**config.mk**
```make
export PLATFORM = sky130hd
export DESIGN_NAME = fbc_bw_regs
export DESIGN_NICKNAME = d
export VERILOG_FILES = /design/src/design/fbc_pkg.sv /design/src/design/fbc_bw_regs.sv /design/src/design/fbc_spi_slave.sv
export SDC_FILE = /design/constraint.sdc
export NUM_CORES = 1
export LEC_CHECK = 0
export BUFFER_PORTS_ARGS = -buffer_cell sky130_fd_sc_hd__buf_2
export CAP_MARGIN = 10
export CORE_ASPECT_RATIO = 1.25
export CORE_MARGIN = 2
export CORE_UTILIZATION = 45
export CTS_CLUSTER_DIAMETER = 50
export CTS_CLUSTER_SIZE = 12
export DETAILED_ROUTE_END_ITERATION = 8
export SLEW_MARGIN = 20
export SYNTH_ARGS = -nofsm -noshare
export SYNTH_HDL_FRONTEND = slang
export SYNTH_SLANG_ARGS = --single-unit
```
**constraint.sdc**
```tcl
create_clock -name mclk -period 1.65 [get_ports mclk]
set_input_delay 0.33 -clock mclk [delete_from_list [all_inputs] [get_ports mclk]]
set_output_delay 0.33 -clock mclk [all_outputs]
set_load 0.01 [all_outputs]
```
**src/design/fbc_pkg.sv**
```systemverilog
/*
  constants shared by the filter bandwidth register bank and its serial port:
  register addresses, field positions, reset values, frame counts and the
  nominal coarse bandwidth table.
  assumes nothing of its surroundings; it is compiled before every other file.
*/
package fbc_pkg;

  // ****************************************************************
  // widths and register addresses
  // ****************************************************************
  localparam int          ADDR_W      = 7;         // register address width
  localparam int          DATA_W      = 24;        // register data width
  localparam logic [6:0]  REG_CTRL    = 7'h01;     // filter_control
  localparam logic [6:0]  REG_BGB     = 7'h02;     // bandwidth_gain_bias
  localparam logic [6:0]  REG_FTS     = 7'h03;     // fine_tune_setting
  localparam logic [6:0]  REG_CAL     = 7'h09;     // rc calibration result

  // ****************************************************************
  // field positions
  // ****************************************************************
  localparam int          CTRL_RC_CAL_BIT = 1;     // rc calibration enable
  localparam int          CTRL_APPLY_BIT  = 4;     // adopt coarse and fine codes
  localparam int          CTRL_AUTO_BIT   = 6;     // automatic calibrated mode
  localparam int          COARSE_MSB      = 9;     // coarse code in bandwidth_gain_bias
  localparam int          COARSE_LSB      = 6;
  localparam int          FINE_MSB        = 3;     // fine code in fine_tune_setting
  localparam int          FINE_LSB        = 0;

  // ****************************************************************
  // values after reset
  // ****************************************************************
  localparam logic [23:0] CTRL_RST    = 24'h000000;
  localparam logic [23:0] BGB_RST     = 24'h000000;
  localparam logic [23:0] FTS_RST     = 24'h000000;
  localparam logic [3:0]  CODE_RST    = 4'h0;
  localparam logic [6:0]  NOM_RST     = 7'h00;

  // ****************************************************************
  // serial frame: 8 header bits {read, address[6:0]} then 24 data bits
  // ****************************************************************
  localparam logic [4:0]  HDR_LAST    = 5'h07;     // count at the last header bit
  localparam logic [4:0]  FRAME_LAST  = 5'h1f;     // count at the last data bit
  localparam logic [4:0]  CNT_RST     = 5'h00;

  // ****************************************************************
  // nominal coarse bandwidth in mhz for each coarse code
  // ****************************************************************
  localparam logic [3:0]  COARSE_CODES = 4'h9;     // codes 0 to 8 are presets
  localparam logic [6:0]  NOM_BW_MHZ [0:8] = '{7'h05, 7'h07, 7'h0a, 7'h0e, 7'h14,
                                               7'h1c, 7'h28, 7'h32, 7'h48};

endpackage

```
**src/design/fbc_bw_regs.sv**
```systemverilog
/*
  filter bandwidth register bank: holds filter_control, bandwidth_gain_bias
  and fine_tune_setting, adopts coarse and fine codes on the apply bit, lets
  the calibration circuit fill the fine code in automatic mode, and shows the
  calibration result to the host over the serial port.
  assumes the analogue side gives a one-cycle cal_fine_valid with its code,
  and holds cal_result steady while it may be read.
*/
`timescale 1ns/1ps
`default_nettype none

module fbc_bw_regs (
  input  wire logic        mclk,           // system clock, 40 mhz
  input  wire logic        nrst,           // asynchronous reset, active low
  input  wire logic        spi_sck,        // serial clock
  input  wire logic        spi_cs_n,       // serial frame select, active low
  input  wire logic        spi_sdi,        // serial data in
  output var  logic        spi_sdo,        // serial data out
  output var  logic        spi_sdo_oe_n,   // sdo driven while low
  input  wire logic        cal_fine_valid, // calibration has a fine code
  input  wire logic [3:0]  cal_fine_code,  // fine code found by calibration
  input  wire logic [23:0] cal_result,     // rc calibration measurement
  output var  logic        rc_cal_en,      // rc calibration circuit enable
  output var  logic        auto_cal_en,    // automatic calibrated mode
  output var  logic [3:0]  coarse_bw,      // adopted coarse code, capacitors
  output var  logic [3:0]  fine_bw,        // adopted fine code, resistors
  output var  logic [6:0]  nominal_bw_mhz  // nominal corner of coarse_bw, 0 if none or if no apply since reset
);

  // ****************************************************************
  // serial port
  // ****************************************************************
  logic        wr_stb;                     // register write
  logic        rd_stb;                     // register read request
  logic [6:0]  reg_addr;                   // frame address
  logic [23:0] reg_wdata;                  // frame write data
  logic [23:0] reg_rdata;                  // read answer

  fbc_spi_slave u_spi (
    .mclk         (mclk),
    .nrst         (nrst),
    .spi_sck      (spi_sck),
    .spi_cs_n     (spi_cs_n),
    .spi_sdi      (spi_sdi),
    .spi_sdo      (spi_sdo),
    .spi_sdo_oe_n (spi_sdo_oe_n),
    .wr_stb       (wr_stb),
    .rd_stb       (rd_stb),
    .reg_addr     (reg_addr),
    .reg_wdata    (reg_wdata),
    .reg_rdata    (reg_rdata)
  );

  // ****************************************************************
  // register state
  // ****************************************************************
  logic [23:0] ctrl_ff, nxt_ctrl;          // filter_control
  logic [23:0] bgb_ff, nxt_bgb;            // bandwidth_gain_bias
  logic [23:0] fts_ff, nxt_fts;            // fine_tune_setting
  logic [3:0]  coarse_ff, nxt_coarse;      // adopted coarse code
  logic [3:0]  fine_ff, nxt_fine;          // adopted fine code
  logic [6:0]  nom_ff, nxt_nom;            // nominal corner of the adopted code, zero until the first apply
  logic        wr_ctrl;                    // host writes filter_control
  logic        wr_bgb;                     // host writes bandwidth_gain_bias
  logic        wr_fts;                     // host writes fine_tune_setting
  logic        apply;                      // host asks to adopt the codes
  logic        cal_fill;                   // calibration writes the fine code

  assign wr_ctrl  = wr_stb & (reg_addr == fbc_pkg::REG_CTRL);
  assign wr_bgb   = wr_stb & (reg_addr == fbc_pkg::REG_BGB);
  assign wr_fts   = wr_stb & (reg_addr == fbc_pkg::REG_FTS);
  assign apply    = wr_ctrl & reg_wdata[fbc_pkg::CTRL_APPLY_BIT];
  assign cal_fill = cal_fine_valid & ctrl_ff[fbc_pkg::CTRL_AUTO_BIT];

  // next register values
  always_comb begin
    nxt_ctrl   = ctrl_ff;
    nxt_bgb    = bgb_ff;
    nxt_fts    = fts_ff;
    nxt_coarse = coarse_ff;
    nxt_fine   = fine_ff;
    nxt_nom    = nom_ff;
    if (wr_ctrl) begin
      nxt_ctrl = reg_wdata;
      // apply is a command, not a state, so it never reads back as one
      nxt_ctrl[fbc_pkg::CTRL_APPLY_BIT] = 1'b0;
    end
    if (wr_bgb) begin
      nxt_bgb = reg_wdata;
    end
    if (wr_fts) begin
      nxt_fts = reg_wdata;
    end
    // the calibration fill wins over a host write in the same cycle,
    // since the measured code is the one that makes the corner accurate
    if (cal_fill) begin
      nxt_fts[fbc_pkg::FINE_MSB:fbc_pkg::FINE_LSB] = cal_fine_code;
    end
    if (apply) begin
      // codes are adopted as they stand before this cycle's writes
      nxt_coarse = bgb_ff[fbc_pkg::COARSE_MSB:fbc_pkg::COARSE_LSB];
      nxt_fine   = fts_ff[fbc_pkg::FINE_MSB:fbc_pkg::FINE_LSB];
      // codes above the presets have no nominal corner and show zero
      if (nxt_coarse < fbc_pkg::COARSE_CODES) begin
        nxt_nom = fbc_pkg::NOM_BW_MHZ[nxt_coarse];
      end else begin
        nxt_nom = fbc_pkg::NOM_RST;
      end
    end
  end

  // register update
  always_ff @(posedge mclk or negedge nrst) begin
    if (!nrst) begin
      ctrl_ff   <= fbc_pkg::CTRL_RST;
      bgb_ff    <= fbc_pkg::BGB_RST;
      fts_ff    <= fbc_pkg::FTS_RST;
      coarse_ff <= fbc_pkg::CODE_RST;
      fine_ff   <= fbc_pkg::CODE_RST;
      nom_ff    <= fbc_pkg::NOM_RST;
    end else begin
      ctrl_ff   <= nxt_ctrl;
      bgb_ff    <= nxt_bgb;
      fts_ff    <= nxt_fts;
      coarse_ff <= nxt_coarse;
      fine_ff   <= nxt_fine;
      nom_ff    <= nxt_nom;
    end
  end

  // ****************************************************************
  // read mux
  // ****************************************************************
  // unmapped addresses read as zero; the result is only sampled with rd_stb
  always_comb begin
    case (reg_addr)
      fbc_pkg::REG_CTRL: reg_rdata = ctrl_ff;
      fbc_pkg::REG_BGB:  reg_rdata = bgb_ff;
      fbc_pkg::REG_FTS:  reg_rdata = fts_ff;
      fbc_pkg::REG_CAL:  reg_rdata = cal_result;
      default:           reg_rdata = 24'h000000;
    endcase
  end

  assign rc_cal_en      = ctrl_ff[fbc_pkg::CTRL_RC_CAL_BIT];
  assign auto_cal_en    = ctrl_ff[fbc_pkg::CTRL_AUTO_BIT];
  assign coarse_bw      = coarse_ff;
  assign fine_bw        = fine_ff;
  assign nominal_bw_mhz = nom_ff;
endmodule

`default_nettype wire

```
**src/design/fbc_spi_slave.sv**
```systemverilog
/*
  serial port slave of the filter bandwidth register bank: turns 32-bit frames
  into register write strobes and read requests, and shifts read data out.
  assumes sck, cs_n and sdi are synchronous to mclk and sck runs at most at
  mclk/4, so each sck level lasts at least two mclk cycles.
*/
`timescale 1ns/1ps
`default_nettype none

module fbc_spi_slave (
  input  wire logic        mclk,         // system clock
  input  wire logic        nrst,         // asynchronous reset, active low
  input  wire logic        spi_sck,      // serial clock, data sampled on rise
  input  wire logic        spi_cs_n,     // frame select, active low
  input  wire logic        spi_sdi,      // serial data in, msb first
  output var  logic        spi_sdo,      // serial data out
  output var  logic        spi_sdo_oe_n, // sdo driven while low
  output var  logic        wr_stb,       // one-cycle write strobe
  output var  logic        rd_stb,       // one-cycle read request
  output var  logic [6:0]  reg_addr,     // address of the current frame
  output var  logic [23:0] reg_wdata,    // write data, valid with wr_stb
  input  wire logic [23:0] reg_rdata     // read data, sampled with rd_stb
);

  // ****************************************************************
  // frame state
  // ****************************************************************
  typedef enum logic [1:0] {
    ST_IDLE = 2'b00,                     // no frame open
    ST_HDR  = 2'b01,                     // taking the header
    ST_DATA = 2'b10,                     // taking or giving the data word
    ST_DONE = 2'b11                      // frame complete, extra edges ignored
  } fbc_spi_e;

  fbc_spi_e     state_ff, nxt_state;     // frame state
  logic         sck_ff;                  // sck one cycle late, for edge finding
  logic [4:0]   cnt_ff, nxt_cnt;         // bits taken so far
  logic [30:0]  sh_ff, nxt_sh;           // incoming bits
  logic [23:0]  tx_ff, nxt_tx;           // outgoing read word
  logic         rnw_ff, nxt_rnw;         // frame is a read
  logic [6:0]   addr_ff, nxt_addr;       // frame address
  logic         wr_ff, nxt_wr;           // write strobe
  logic         rd_ff, nxt_rd;           // read request
  logic [23:0]  wdata_ff, nxt_wdata;     // write word
  logic         sck_rise;                // sck went high
  logic         sck_fall;                // sck went low
  logic [7:0]   hdr;                     // header as it completes

  assign sck_rise = spi_sck & ~sck_ff;
  assign sck_fall = ~spi_sck & sck_ff;
  assign hdr      = {sh_ff[6:0], spi_sdi};

  // next frame state; cs_n high closes any frame at once
  always_comb begin
    nxt_state = state_ff;
    nxt_cnt   = cnt_ff;
    nxt_sh    = sh_ff;
    nxt_tx    = tx_ff;
    nxt_rnw   = rnw_ff;
    nxt_addr  = addr_ff;
    nxt_wr    = 1'b0;
    nxt_rd    = 1'b0;
    nxt_wdata = wdata_ff;
    if (rd_ff) begin
      nxt_tx = reg_rdata;                // the bank answers in the request cycle
    end
    if (spi_cs_n) begin
      nxt_state = ST_IDLE;
      nxt_cnt   = fbc_pkg::CNT_RST;
    end else begin
      case (state_ff)
        ST_IDLE, ST_HDR: begin
          nxt_state = ST_HDR;
          if (sck_rise) begin
            nxt_sh  = {sh_ff[29:0], spi_sdi};
            nxt_cnt = cnt_ff + 5'h01;
            if (cnt_ff == fbc_pkg::HDR_LAST) begin
              nxt_state = ST_DATA;
              nxt_rnw   = hdr[7];
              nxt_addr  = hdr[6:0];
              nxt_rd    = hdr[7];        // fetch before the first falling edge
            end
          end
        end
        ST_DATA: begin
          if (sck_rise) begin
            nxt_sh  = {sh_ff[29:0], spi_sdi};
            nxt_cnt = cnt_ff + 5'h01;
            if (cnt_ff == fbc_pkg::FRAME_LAST) begin
              nxt_state = ST_DONE;
              nxt_wr    = ~rnw_ff;
              nxt_wdata = {sh_ff[22:0], spi_sdi};
            end
          end
          if (sck_fall && rnw_ff && !rd_ff) begin
            nxt_tx = {tx_ff[22:0], 1'b0};
          end
        end
        ST_DONE: begin
          nxt_state = ST_DONE;           // long frames do not wrap around
        end
        default: begin
          nxt_state = ST_IDLE;
        end
      endcase
    end
  end

  // frame registers
  always_ff @(posedge mclk or negedge nrst) begin
    if (!nrst) begin
      state_ff <= ST_IDLE;
      sck_ff   <= 1'b0;
      cnt_ff   <= fbc_pkg::CNT_RST;
      sh_ff    <= 31'h00000000;
      tx_ff    <= 24'h000000;
      rnw_ff   <= 1'b0;
      addr_ff  <= 7'h00;
      wr_ff    <= 1'b0;
      rd_ff    <= 1'b0;
      wdata_ff <= 24'h000000;
    end else begin
      state_ff <= nxt_state;
      sck_ff   <= spi_sck;
      cnt_ff   <= nxt_cnt;
      sh_ff    <= nxt_sh;
      tx_ff    <= nxt_tx;
      rnw_ff   <= nxt_rnw;
      addr_ff  <= nxt_addr;
      wr_ff    <= nxt_wr;
      rd_ff    <= nxt_rd;
      wdata_ff <= nxt_wdata;
    end
  end

  assign spi_sdo      = tx_ff[23];
  assign spi_sdo_oe_n = ~((state_ff == ST_DATA) & rnw_ff & ~spi_cs_n);
  assign wr_stb       = wr_ff;
  assign rd_stb       = rd_ff;
  assign reg_addr     = addr_ff;
  assign reg_wdata    = wdata_ff;

endmodule

`default_nettype wire

```
Yosys cells after proc, flatten, opt, wreduce, memory -nomap -nowiden:

Memories as Yosys holds them, arrays and structs flattened.
Cells that the tools add are included.

* memory bits (read-only): 112
* input port bits: 34
* memories: 1
* output and inout port bits: 19
* register bits after elaboration: 175
* logic and storage cells: 88

Memories
* (no name shown): depth 16, width 7, rd ports 1, clocked after Yosys merged registers in 0, wr ports 0, RTL line fbc_bw_regs.sv:105 `nxt_nom = fbc_pkg::NOM_BW_MHZ[nxt_coarse];`

* eq/ne operators: 11
* magnitude comparators: 2
* mux-type cells: 27
* bitwise logic cells: 15
* add/sub/neg operators: 1
* reduce and logical (&&, ||, !) cells: 14

Operators with widths (number)
* $mux W24: 4
* $pmux W24 S4: 1
* $mux W7: 3
* $mux W5: 3
* $eq A7 B2 Y1 const B: 2
* $mux W2: 5
* $and A1 B1 Y1: 9
* $mux W1: 8
* $mux W4: 2
* $reduce_and A4 Y1: 2
* $eq A7 B1 Y1 const B: 1
* $eq A7 B4 Y1 const B: 1
* $ne A3 B2 Y1 const B: 2
* $pmux W2 S3: 1
* $reduce_bool A2 Y1: 3
* $add A5 B1 Y5 const B: 1
* $eq A5 B3 Y1 const B: 1
* $eq A5 B5 Y1 const B: 1
* $ge A5 B5 Y1 const B: 1
* $not A1 Y1: 5
* $not A4 Y5: 1
* $eq A2 B2 Y1 const B: 2
* $lt A4 B4 Y1 const B: 1
* $reduce_and A2 Y1: 2
* other kinds (7): 8

Logic depth before layout (Yosys ltp):

Gate-level depths: netlist (run 1).

* depth after elaboration: 7
* depth in mapped cells: 7
* gate-level depth less buffers: 6

Hierarchy:

From an unflattened synthesis (run 1), not the netlist that was laid out.

* cell total of the unflattened synthesis: 588
* area total of the unflattened synthesis: 8349.3 um2

By module, submodules not included
* fbc_bw_regs: cells each 343, instances 1, seq. area each 2152.1 um2, area an instance 4509.3 um2
* fbc_spi_slave: cells each 245, instances 1, seq. area each 2227.1 um2, area an instance 3839.9 um2

Least setup slack after synthesis (run 1):

OpenSTA, ideal clock, no wires.

* path type: reg-to-reg
* start: register u_spi.cnt_ff[0]
* end: register u_spi.wdata_ff[13], in the netlist u_spi.reg_wdata[13]
* cell stages (with the launch flop): 7
* path buffers: 1
* required time: 1.525 ns
* arrival time: 1.643 ns
* slack: -0.118 ns
* clock period less this slack: 1.768 ns
* cell sequence: dfrtp_1 ha_1 and3_1 ha_1 nand3_2 buf_2 mux2_2

* word-level cells in the longest chain between the ends: 2

Ends and longest elaborated chain
* start, declared: RTL line fbc_spi_slave.sv:37 `logic [4:0] cnt_ff, nxt_cnt;`
* start signal, assigned: RTL line fbc_spi_slave.sv:114 `cnt_ff <= fbc_pkg::CNT_RST;`
* start signal, assigned: RTL line fbc_spi_slave.sv:125 `cnt_ff <= nxt_cnt;`
* $eq A5 B5 Y1: RTL line fbc_spi_slave.sv:89 `if (cnt_ff == fbc_pkg::FRAME_LAST) begin`
* $reduce_and A4 Y1 (no line)
* end signal, assigned: RTL line fbc_spi_slave.sv:132 `wdata_ff <= nxt_wdata;`
* end, declared: RTL line fbc_spi_slave.sv:44 `logic [23:0] wdata_ff, nxt_wdata;`

No other way between the ends.
A chain may end at the register's enable or synchronous reset.

Worst setup path after layout (run 1):

* start: register u_spi.addr_ff[4], in the netlist u_spi.reg_addr[4]
* end: register ctrl_ff[12]

* word-level cells in the longest chain between the ends: 2

Ends and longest elaborated chain
* start, declared: RTL line fbc_spi_slave.sv:41 `logic [6:0] addr_ff, nxt_addr;`
* start signal, assigned: RTL line fbc_spi_slave.sv:129 `addr_ff <= nxt_addr;`
* $eq A7 B1 Y1: RTL line fbc_bw_regs.sv:69 `assign wr_ctrl = wr_stb & (reg_addr == fbc_pkg::REG_CTRL);`
* $and A1 B1 Y1: RTL line fbc_bw_regs.sv:69
* end signal, assigned: RTL line fbc_bw_regs.sv:115 `ctrl_ff <= fbc_pkg::CTRL_RST;`
* end signal, assigned: RTL line fbc_bw_regs.sv:122 `ctrl_ff <= nxt_ctrl;`
* end, declared: RTL line fbc_bw_regs.sv:57 `logic [23:0] ctrl_ff, nxt_ctrl;`

No other way between the ends.

==> flow_metrics.env, run 1 <==
export IMPL_coreArea_mm2=0.0162
export IMPL_clock_latency_ns=0.43
export IMPL_dp_hpwl_um=11300
export IMPL_crit_fanout=7
export IMPL_placed_cell_area_mm2=0.00836
export IMPL_grt_pass1_vias=5335
export IMPL_nNetsFinal=672
export IMPL_netlist_top_cells_area="dfrtp_1 59%, mux2_2 19%, mux2i_1 3.8%"
export IMPL_syn_nets=572
export IMPL_start_kind="flop"
export IMPL_antenna_cells=0
export IMPL_synth_edf_count=0
export IMPL_setup_ws_ns=-0.0635
export IMPL_min_path_type="in -> reg"
export IMPL_clk_pin_slew_worst_paths_ns=0.07
export IMPL_dp_cells=810
export IMPL_fmax_mhz=584
export IMPL_yosysMostFrequentCell="dfrtp_1"
export IMPL_grtUsageTotal_pct=21.1
export IMPL_slowest_stage="dfrtp_1"
export IMPL_yosys_warnings=0
export IMPL_num_fill_cells=1240
export IMPL_routedWlPerCell_um=20.7
export IMPL_drcViolationCount=0
export IMPL_pwr_density_cell_mw_per_mm2=961
export IMPL_place_ws_ns=-0.0912
export IMPL_synth_cell_types=38
export IMPL_holdWs_ns=0.0280
export IMPL_r2r_setup_slack_ns=-0.06
export IMPL_finalClockSkew_ns=0.00903
export IMPL_firstDrtPassIters=6
export IMPL_dieHeight_um=148
export IMPL_numCtsBuffers=17
export IMPL_design_area_mm2=0.00945
export IMPL_path_class="reg -> reg"
export IMPL_cpPeakStageDelay_ns=0.44
export IMPL_seq_area_mm2=0.00438
export IMPL_vdd_drop_max_v=0.000511
export IMPL_setup_viol=82
export IMPL_syn_to_final_growth_pct=26.7
export IMPL_cap_violations=0
export IMPL_rows=52
export IMPL_start_util_pct=46.0
export IMPL_final_util_pct=58.3
export IMPL_gp_congestion=0.803
export IMPL_synthFlopType="dfrtp_1"
export IMPL_num_vias=4940
export IMPL_finalHoldViolations=0
export IMPL_grt_max_degree=54
export IMPL_synth_area_leader_cell="dfrtp_1"
export IMPL_instances_no_fill=862
export IMPL_worstPathCellList="nor3_2, and3_4, buf_6, nand2_8, buf_12, mux2_4"
export IMPL_p_leak_nw=4.81
export IMPL_die_w_um=119
export IMPL_via_per_inst=5.73
export IMPL_cts_root_buf="clkbuf_16"
export IMPL_drive_gt1_share_pct=46.6
export IMPL_failed_checks="setup timing"
export IMPL_synth_seq_area_share_pct=58.7
export IMPL_finalWirelength_um=17900
export IMPL_synth_common_cells="175 x dfrtp_1, 127 x mux2_2, 28 x mux2i_1"
export IMPL_status="finished with violations"
export IMPL_multi_input_area_mm2=0.00306
export IMPL_antenna_found_initial=0
export IMPL_synth_top_area_share_pct=58.7
export IMPL_rsz0062_at_grt="yes"
export IMPL_clock_path_buffers=2
export IMPL_slew_viol_final=0
export IMPL_async_flop_share_pct=100
export IMPL_syn_area_per_cell_um2=14.0
export IMPL_synth_seq_cells=175
export IMPL_drt_iter0_markers=382
export IMPL_grt_first_pass_wirelength_um=28700
export IMPL_synth_area_mm2=0.00746
export IMPL_clock_sinks=175
export IMPL_ios=53
export IMPL_layout_min_cycle_time_ns=1.71
export IMPL_portBuffers=52
export IMPL_cts_tree="done"
export IMPL_worstPathArrival_ns=2.03
export IMPL_syn_inst=533
export IMPL_timing_critical_path_required_ns=1.97
export IMPL_antenna_left=0
export IMPL_grt_overflow=0
export IMPL_timing_slew_headroom_pct=69.9
export IMPL_htree_levels=4
export IMPL_fin_crit_sh_pct=104
export IMPL_dieArea_mm2=0.0176
export IMPL_critical_path_endpoint_type="flop"
export IMPL_tightest_slew_ns=0.451
## repair_timing
action,CTS,global route
endpoints found under the hold margin,33,0
setup endpoints to repair,71,144
cloned,2,3
pin swaps,4,29
gates resized for setup,17,39
buffers inserted,9,7
hold buffers,1,0
## critical path: cells and delay by family (launching register included)
family	cells	cell delay [ns]
buffers and inverters	2	0.28
AND/OR/NAND/NOR	3	0.59
multiplexers	1	0.30
flip-flops	1	0.44
## final timing paths
| kind | start | to | depth (start not counted) |
|---|---|---|---|
| min reg2reg | nominal_bw_mhz[1] | nominal_bw_mhz[1] | 2 |
| max in group asynchronous | nrst | bgb_ff[16] | 3 |
| min in group asynchronous | nrst | coarse_bw[2] | 2 |
| max | u_spi.reg_addr[4] | ctrl_ff[12] | 6 |
| min | spi_sck | u_spi.sck_ff | 1 |
| max reg2reg | u_spi.reg_addr[4] | ctrl_ff[12] | 6 |
## flip-flops by register name, summed over array words and instances, names as in the netlist
register         cells
u_spi.sh_ff         23
u_spi.cnt_ff         5
u_spi.reg_addr       7
ctrl_ff             23
u_spi.wr_stb         1
fine_bw              4
u_spi.rnw_ff         1
u_spi.rd_stb         1
u_spi.sck_ff         1
nominal_bw_mhz       7
u_spi.state_ff       2
u_spi.reg_wdata     24
bgb_ff              24
fts_ff              24
coarse_bw            4
u_spi.tx_ff         24
## per-stage QoR
stage / power [mW] / setup TNS, ns
floorplan: 4.65 / -0.247
global placement: 4.89 / -1.10
detailed placement: 4.91 / -2.48
CTS: 9.16 / -0.157
global route: 9.39 / -6.61
finish: 9.08 / -1.82
## kinds of logic after synthesis
group / Yosys count / synth area share [%]
xor gates and xnor gates: 3 / 0.352
buffers and inverters: 43 / 2.77
and+or+nand+nor: 57 / 4.51
AOI/OAI and AO/OA: 94 / 9.75
adders and majority gates: 5 / 0.839
muxes: 156 / 23.1
DFF: 175 / 58.7
## power by group
part	internal, mW	switching, mW
Clock	2.56	1.70
Sequential	4.39	0.130
Combinational	0.150	0.161
Total	7.09	1.99
## layout make-up
| type | count | share of cell area, % |
|---|---|---|
| repair buffers | 118 | 11.5 |
| clock buffers | 21 | 5.08 |
| inverters | 6 | 0.238 |
| well taps | 216 | 2.86 |
| clock inverters | 11 | 1.59 |
| multi-input cells | 315 | 32.4 |
| flip-flops and latches | 175 | 46.4 |
## placed cells by master (no fill, tap or decap), types with 10 or more instances in the layout
cell | Yosys | routed
buf_2 | 18 | 51
clkbuf_16 | 0 | 20
buf_6 | 2 | 11
mux2i_1 | 28 | 28
mux2_2 | 127 | 109
buf_12 | 0 | 16
a21oi_1 | 10 | 10
buf_4 | 2 | 34
nor2_1 | 15 | 14
nand2_1 | 16 | 16
a22o_1 | 23 | 23
o22ai_1 | 23 | 23
mux2_4 | 0 | 19
a222oi_1 | 23 | 23
dfrtp_1 | 175 | 174
## routing by layer
metal  part of all wire [%]  track usage, %
met5                      0               0
met1                     42            26.3
met4                    1.2            6.55
met2                     53            36.6
met3                    3.8            4.51
(Power assumes the default switching activity.)
==> inputs of run 2 (changes only) <==
SETUP_SLACK_MARGIN = 0.3   (was unset)
==> run 2 against run 1 <==
  * The flow still finishes with violations (setup timing)
  * Clock power fell by 10%
  * Sequential cell count did not move
  * Non-clock buffer count rose by 13
  * Highest routed layer unchanged
==> flow_metrics.env, run 2 (synthesized netlist as in run 1, its figures left out) <==
export IMPL_status="finished with violations"
export IMPL_failed_checks="setup timing"
export IMPL_rows=52
export IMPL_finalWirelength_um=19300
export IMPL_clock_latency_ns=0.43
export IMPL_cp_num_buf_inv=3
export IMPL_setup_ws_ns=-0.0460
export IMPL_portBuffers=52
export IMPL_met3_length_um=691
export IMPL_fmax_mhz=590
export IMPL_grt_first_pass_wirelength_um=29300
export IMPL_clock_sinks=175
export IMPL_start_util_pct=46.0
export IMPL_multi_input_area_mm2=0.00332
export IMPL_nNetsFinal=686
export IMPL_timing_critical_path_required_ns=1.96
export IMPL_timing_slew_headroom_pct=61.1
export IMPL_crit_fanout=12
export IMPL_drcViolationCount=0
export IMPL_rsz0062_at_grt="yes"
export IMPL_coreArea_mm2=0.0162
export IMPL_antenna_cells=0
export IMPL_topRoutingLayerUsed="met4"
export IMPL_final_common_cell="dfrtp_1"
export IMPL_wl_met1_um=8070
export IMPL_start_kind="flop"
export IMPL_pwr_density_cell_mw_per_mm2=886
export IMPL_drive_gt1_share_pct=50.8
export IMPL_numCtsBuffers=17
export IMPL_p_leak_nw=4.99
export IMPL_grt_max_degree=49
export IMPL_htree_levels=4
export IMPL_cpPeakStageDelay_ns=0.40
export IMPL_min_path_type="in -> reg"
export IMPL_dieArea_mm2=0.0176
export IMPL_num_vias=5003
export IMPL_path_class="reg -> reg"
export IMPL_ios=53
export IMPL_gp_congestion=0.793
export IMPL_firstDrtPassIters=8
export IMPL_cap_violations=0
export IMPL_finalHoldViolations=0
export IMPL_antenna_found_initial=0
export IMPL_grt_pass1_vias=5282
export IMPL_met2WireLength_um=10100
export IMPL_layout_common_cells="172 x dfrtp_1, 78 x mux2_2, 51 x buf_2"
export IMPL_slew_viol_final=0
export IMPL_cts_root_buf="clkbuf_16"
export IMPL_drt_iter0_markers=435
export IMPL_syn_to_final_growth_pct=32.3
export IMPL_cts_tree="done"
export IMPL_layout_min_cycle_time_ns=1.70
export IMPL_via_per_inst=5.71
export IMPL_die_w_um=119
export IMPL_dp_hpwl_um=11600
export IMPL_routedWlPerCell_um=22.0
export IMPL_finalClockSkew_ns=0.0131
export IMPL_setup_tns_ns=-0.734
export IMPL_clock_path_buffers=2
export IMPL_vdd_drop_max_v=0.000502
export IMPL_clk_pin_slew_worst_paths_ns=0.06
export IMPL_antenna_left=0
export IMPL_fin_crit_sh_pct=103
export IMPL_worstPathArrival_ns=2.00
export IMPL_place_ws_ns=-0.205
export IMPL_tightest_slew_ns=0.584
export IMPL_setup_viol=64
export IMPL_seq_area_mm2=0.00438
export IMPL_critical_path_endpoint_type="flop"
export IMPL_slowest_stage="dfrtp_1"
export IMPL_grtUsageTotal_pct=21.7
export IMPL_dieHeight_um=148
export IMPL_critPathTopFamily="buffers and inverters"
export IMPL_worstPathCellList="buf_6, nor4b_4, buf_4, nand4_4, buf_12, mux2_2"
export IMPL_grt_overflow=0
export IMPL_num_fill_cells=1258
## run 2: worst paths after layout
path                            cells after the start  slack, ns                 to              start
worst max-delay path                                6      -0.05  nominal_bw_mhz[3]  u_spi.reg_addr[5]
worst min-delay path                                1       0.03       u_spi.sck_ff            spi_sck
worst max register to register                      6      -0.05  nominal_bw_mhz[3]  u_spi.reg_addr[5]
worst min register to register                      2       0.48       coarse_bw[0]       coarse_bw[0]
max in group asynchronous                           3       0.70         fts_ff[10]               nrst
min in group asynchronous                           2       0.35       coarse_bw[2]               nrst
## run 2: power breakdown
part	total [mW]	internal (mW)	switching [mW]
clock	3.81	2.09	1.72
sequential	4.53	4.39	0.145
combinational	0.403	0.224	0.179
## run 2: per-stage QoR
stage / instances / util [%] / power (mW) / instance area, µm² / hold WS, ns
4_1_cts: 863 / 58.6 / 8.82 / 9490 / 0.00693
5_1_grt: 876 / 60.9 / 9.07 / 9870 / 0.0149
6_report: 876 / 60.9 / 8.75 / 9870 / 0.0317
3_5_place_dp: 808 / 52.3 / 4.92 / 8470 / 0.223
2_1_floorplan: 533 / - / 4.66 / 7760 / 0.0344
3_3_place_gp: 808 / 52.3 / 4.91 / 8470 / 0.229
## run 2: timing repair
action	in CTS	in global routing
pin swaps	10	18
hold buffers	1	0
gates cloned	3	7
endpoints found under the setup margin	169	169
resized for setup	52	44
setup buffers	19	6
endpoints found under the hold margin	22	0
## run 2: worst register-to-register path, stage by stage, from the launching register on
cell and delay [ns]:
dfrtp_1 0.40, buf_6 0.13, nor4b_4 0.25, buf_4 0.19, nand4_4 0.14, buf_12 0.20
mux2_2 0.28
## run 2: cell type report
cell class,count,share of cell area (%)
clock buffer,17,4.31
clock inverter,15,1.39
inverter,6,0.228
multi-input combinational,316,33.6
sequential,175,44.4
tap,216,2.74
timing repair buffer,131,13.3
## run 2: per-layer routing
metal,up-vias,global-route usage [%]
li1,2241,-
met1,2585,27.0
met2,149,37.9
met3,28,3.97
met4,0,7.86
met5,-,0
==> inputs of run 3 (changes only) <==
CORE_UTILIZATION = 51   (was 45)
PLACE_DENSITY = 0.72   (was unset)
==> run 3 against run 2 <==
  * The flow still finishes with violations (setup timing)
  * Critical path depth stayed put
  * Wire length is 1.1% lower
  * Worst setup slack lost 0.053 ns
  * Clock skew about the same
  * Die area is 11% lower
  * Fmax shrank 3.1%
  * Sequential power barely moved
  * Non-clock buffer count up 2
  * Final cell count fell by 4.1%
  * Via count rose by 2.9%
  * Register-to-register slack lost 0.05 ns
  * Utilization grew 7.8 points
  * Critical endpoint is now u_spi.tx_ff[20]
  * Largest power group unchanged
  * Highest routed layer unchanged
==> flow_metrics.env, run 3 (synthesized netlist as in run 1, its figures left out) <==
export IMPL_met3_length_um=1080
export IMPL_gp_congestion=0.771
export IMPL_syn_to_final_growth_pct=32.1
export IMPL_layout_min_cycle_time_ns=1.75
export IMPL_die_w_um=112
export IMPL_p_switching_mw=1.93
export IMPL_num_vias=5150
export IMPL_rsz0062_at_grt="yes"
export IMPL_portBuffers=52
export IMPL_place_ws_ns=-0.283
export IMPL_finalHoldViolations=0
export IMPL_drcViolationCount=0
export IMPL_clock_path_buffers=2
export IMPL_drt_iter0_markers=602
export IMPL_via_per_inst=6.13
export IMPL_numCtsBuffers=17
export IMPL_fmax_mhz=572
export IMPL_topRoutingLayerUsed="met4"
export IMPL_ios=53
export IMPL_status="finished with violations"
export IMPL_met2WireLength_um=9750
export IMPL_finalWirelength_um=19100
export IMPL_clk_pin_slew_worst_paths_ns=0.06
export IMPL_dieArea_mm2=0.0156
export IMPL_cts_tree="done"
export IMPL_antenna_cells=0
export IMPL_p_leak_nw=5.05
export IMPL_cap_violations=0
export IMPL_start_kind="flop"
export IMPL_antenna_found_initial=0
export IMPL_vdd_drop_max_v=0.000752
export IMPL_setup_ws_ns=-0.0995
export IMPL_grtUsageTotal_pct=22.8
export IMPL_slew_viol_final=0
export IMPL_dieHeight_um=139
export IMPL_holdWs_ns=0.0360
export IMPL_setup_viol=57
export IMPL_dp_cells=767
export IMPL_start_util_pct=52.0
export IMPL_clock_sinks=175
export IMPL_grt_max_degree=54
export IMPL_timing_critical_path_required_ns=1.94
export IMPL_final_util_pct=68.7
export IMPL_worstPathArrival_ns=2.04
export IMPL_critical_path_endpoint_type="flop"
export IMPL_p_int_mw=7.00
export IMPL_antenna_left=0
export IMPL_tightest_slew_ns=0.536
export IMPL_p_sw_share_pct=21.6
export IMPL_fin_crit_sh_pct=106
export IMPL_combPwrFrac_pct=4.6
export IMPL_total_power_mw=8.93
export IMPL_grt_first_pass_wirelength_um=27800
export IMPL_htree_levels=4
export IMPL_drive_gt1_share_pct=50.0
export IMPL_firstDrtPassIters=6
export IMPL_timing_slew_headroom_pct=64.2
export IMPL_clock_latency_ns=0.43
export IMPL_wl_met1_um=7620
export IMPL_crit_fanout=6
export IMPL_sequentialPowerShare_pct=50.5
export IMPL_layout_common_cells="173 x dfrtp_1, 64 x mux2_2, 64 x mux2_4"
export IMPL_dp_hpwl_um=10400
export IMPL_finalClockSkew_ns=0.0133
export IMPL_routedWlPerCell_um=22.7
export IMPL_min_path_type="in -> reg"
export IMPL_failed_checks="setup timing"
export IMPL_coreArea_mm2=0.0143
export IMPL_grt_overflow=0
export IMPL_cts_root_buf="clkbuf_16"
export IMPL_grt_pass1_vias=5240
export IMPL_pwr_density_cell_mw_per_mm2=906
export IMPL_nNetsFinal=688
export IMPL_clkPwrFrac_pct=45.0
export IMPL_instances_no_fill=840
export IMPL_path_class="reg -> reg"
export IMPL_final_common_cell="dfrtp_1"
export IMPL_rows=49
==> run 3: cell count changes in the layout (fill, tap and decap cells not counted), moves of 3 or more <==
cell | before | now
buf_6 | 24 | 21
clkinv_4 | 5 | 1
mux2_2 | 78 | 64
clkbuf_8 | 0 | 4
o21ai_1 | 2 | 6
mux2_4 | 50 | 64
o21ai_2 | 4 | 0
buf_4 | 29 | 36
==> run 3: what timing repair did <==
item | 4_1_cts | 5_1_grt
cloned | 3 | 7
setup endpoints to repair | 168 | 171
buffers inserted | 18 | 12
hold buffers | 1 | 0
pin swaps | 19 | 22
resized for setup | 65 | 37
hold endpoints to repair | 31 | 0
==> run 3: critical path: stages (launching register included) <==
cell and delay [ns]:
dfrtp_1 0.37, buf_6 0.12, and2b_4 0.18, and3_4 0.19, clkbuf_16 0.18, a222oi_1 0.44
o22ai_1 0.13
==> run 3: metrics by stage <==
| step | TNS [ns] | cell area [µm²] |
|---|---|---|
| after floorplan | 0 | 7760 |
| after global placement | -4.76 | 8420 |
| after detailed placement | -7.79 | 8420 |
| after CTS | -0.00825 | 9470 |
| after global routing | -5.56 | 9860 |
| final | -0.877 | 9860 |
==> run 3: worst paths after layout <==
kind                            cells past startpoint  slack [ns]         startpoint           endpoint
worst max-delay path                                6        -0.1  u_spi.reg_addr[1]    u_spi.tx_ff[20]
worst min-delay path                                1        0.04            spi_sck       u_spi.sck_ff
worst max register to register                      6        -0.1  u_spi.reg_addr[1]    u_spi.tx_ff[20]
worst min register to register                      2        0.48  nominal_bw_mhz[5]  nominal_bw_mhz[5]
max in group asynchronous                           3        0.66               nrst         fts_ff[16]
min in group asynchronous                           2        0.37               nrst       coarse_bw[2]
==> run 3: area by class of cell <==
cell class	count	area (µm²)
Multi-Input combinational cell	316	3350
Clock inverter	9	105
Timing Repair Buffer	133	1280
Tap cell	178	223
Inverter	6	22.5
Clock buffer	23	488
Sequential cell	175	4380
Fill cell	931	4490
==> run 3: power by group through the flow <==
stage | clock network [mW] | registers, mW | logic, mW
6_report | 4.02 | 4.50 | 0.408
5_1_grt | 4.25 | 4.51 | 0.443
4_1_cts | 4.06 | 4.49 | 0.316
3_5_place_dp | 0 | 4.57 | 0.306
3_3_place_gp | 0 | 4.56 | 0.296
2_1_floorplan | 0 | 4.53 | 0.129
==> run 3: per-layer routing <==
| metal | global-route usage (%) | up-vias |
|---|---|---|
| li1 | - | 2253 |
| met1 | 29.1 | 2655 |
| met2 | 38.5 | 197 |
| met3 | 4.88 | 45 |
| met4 | 8.79 | 0 |
| met5 | 0 | - |
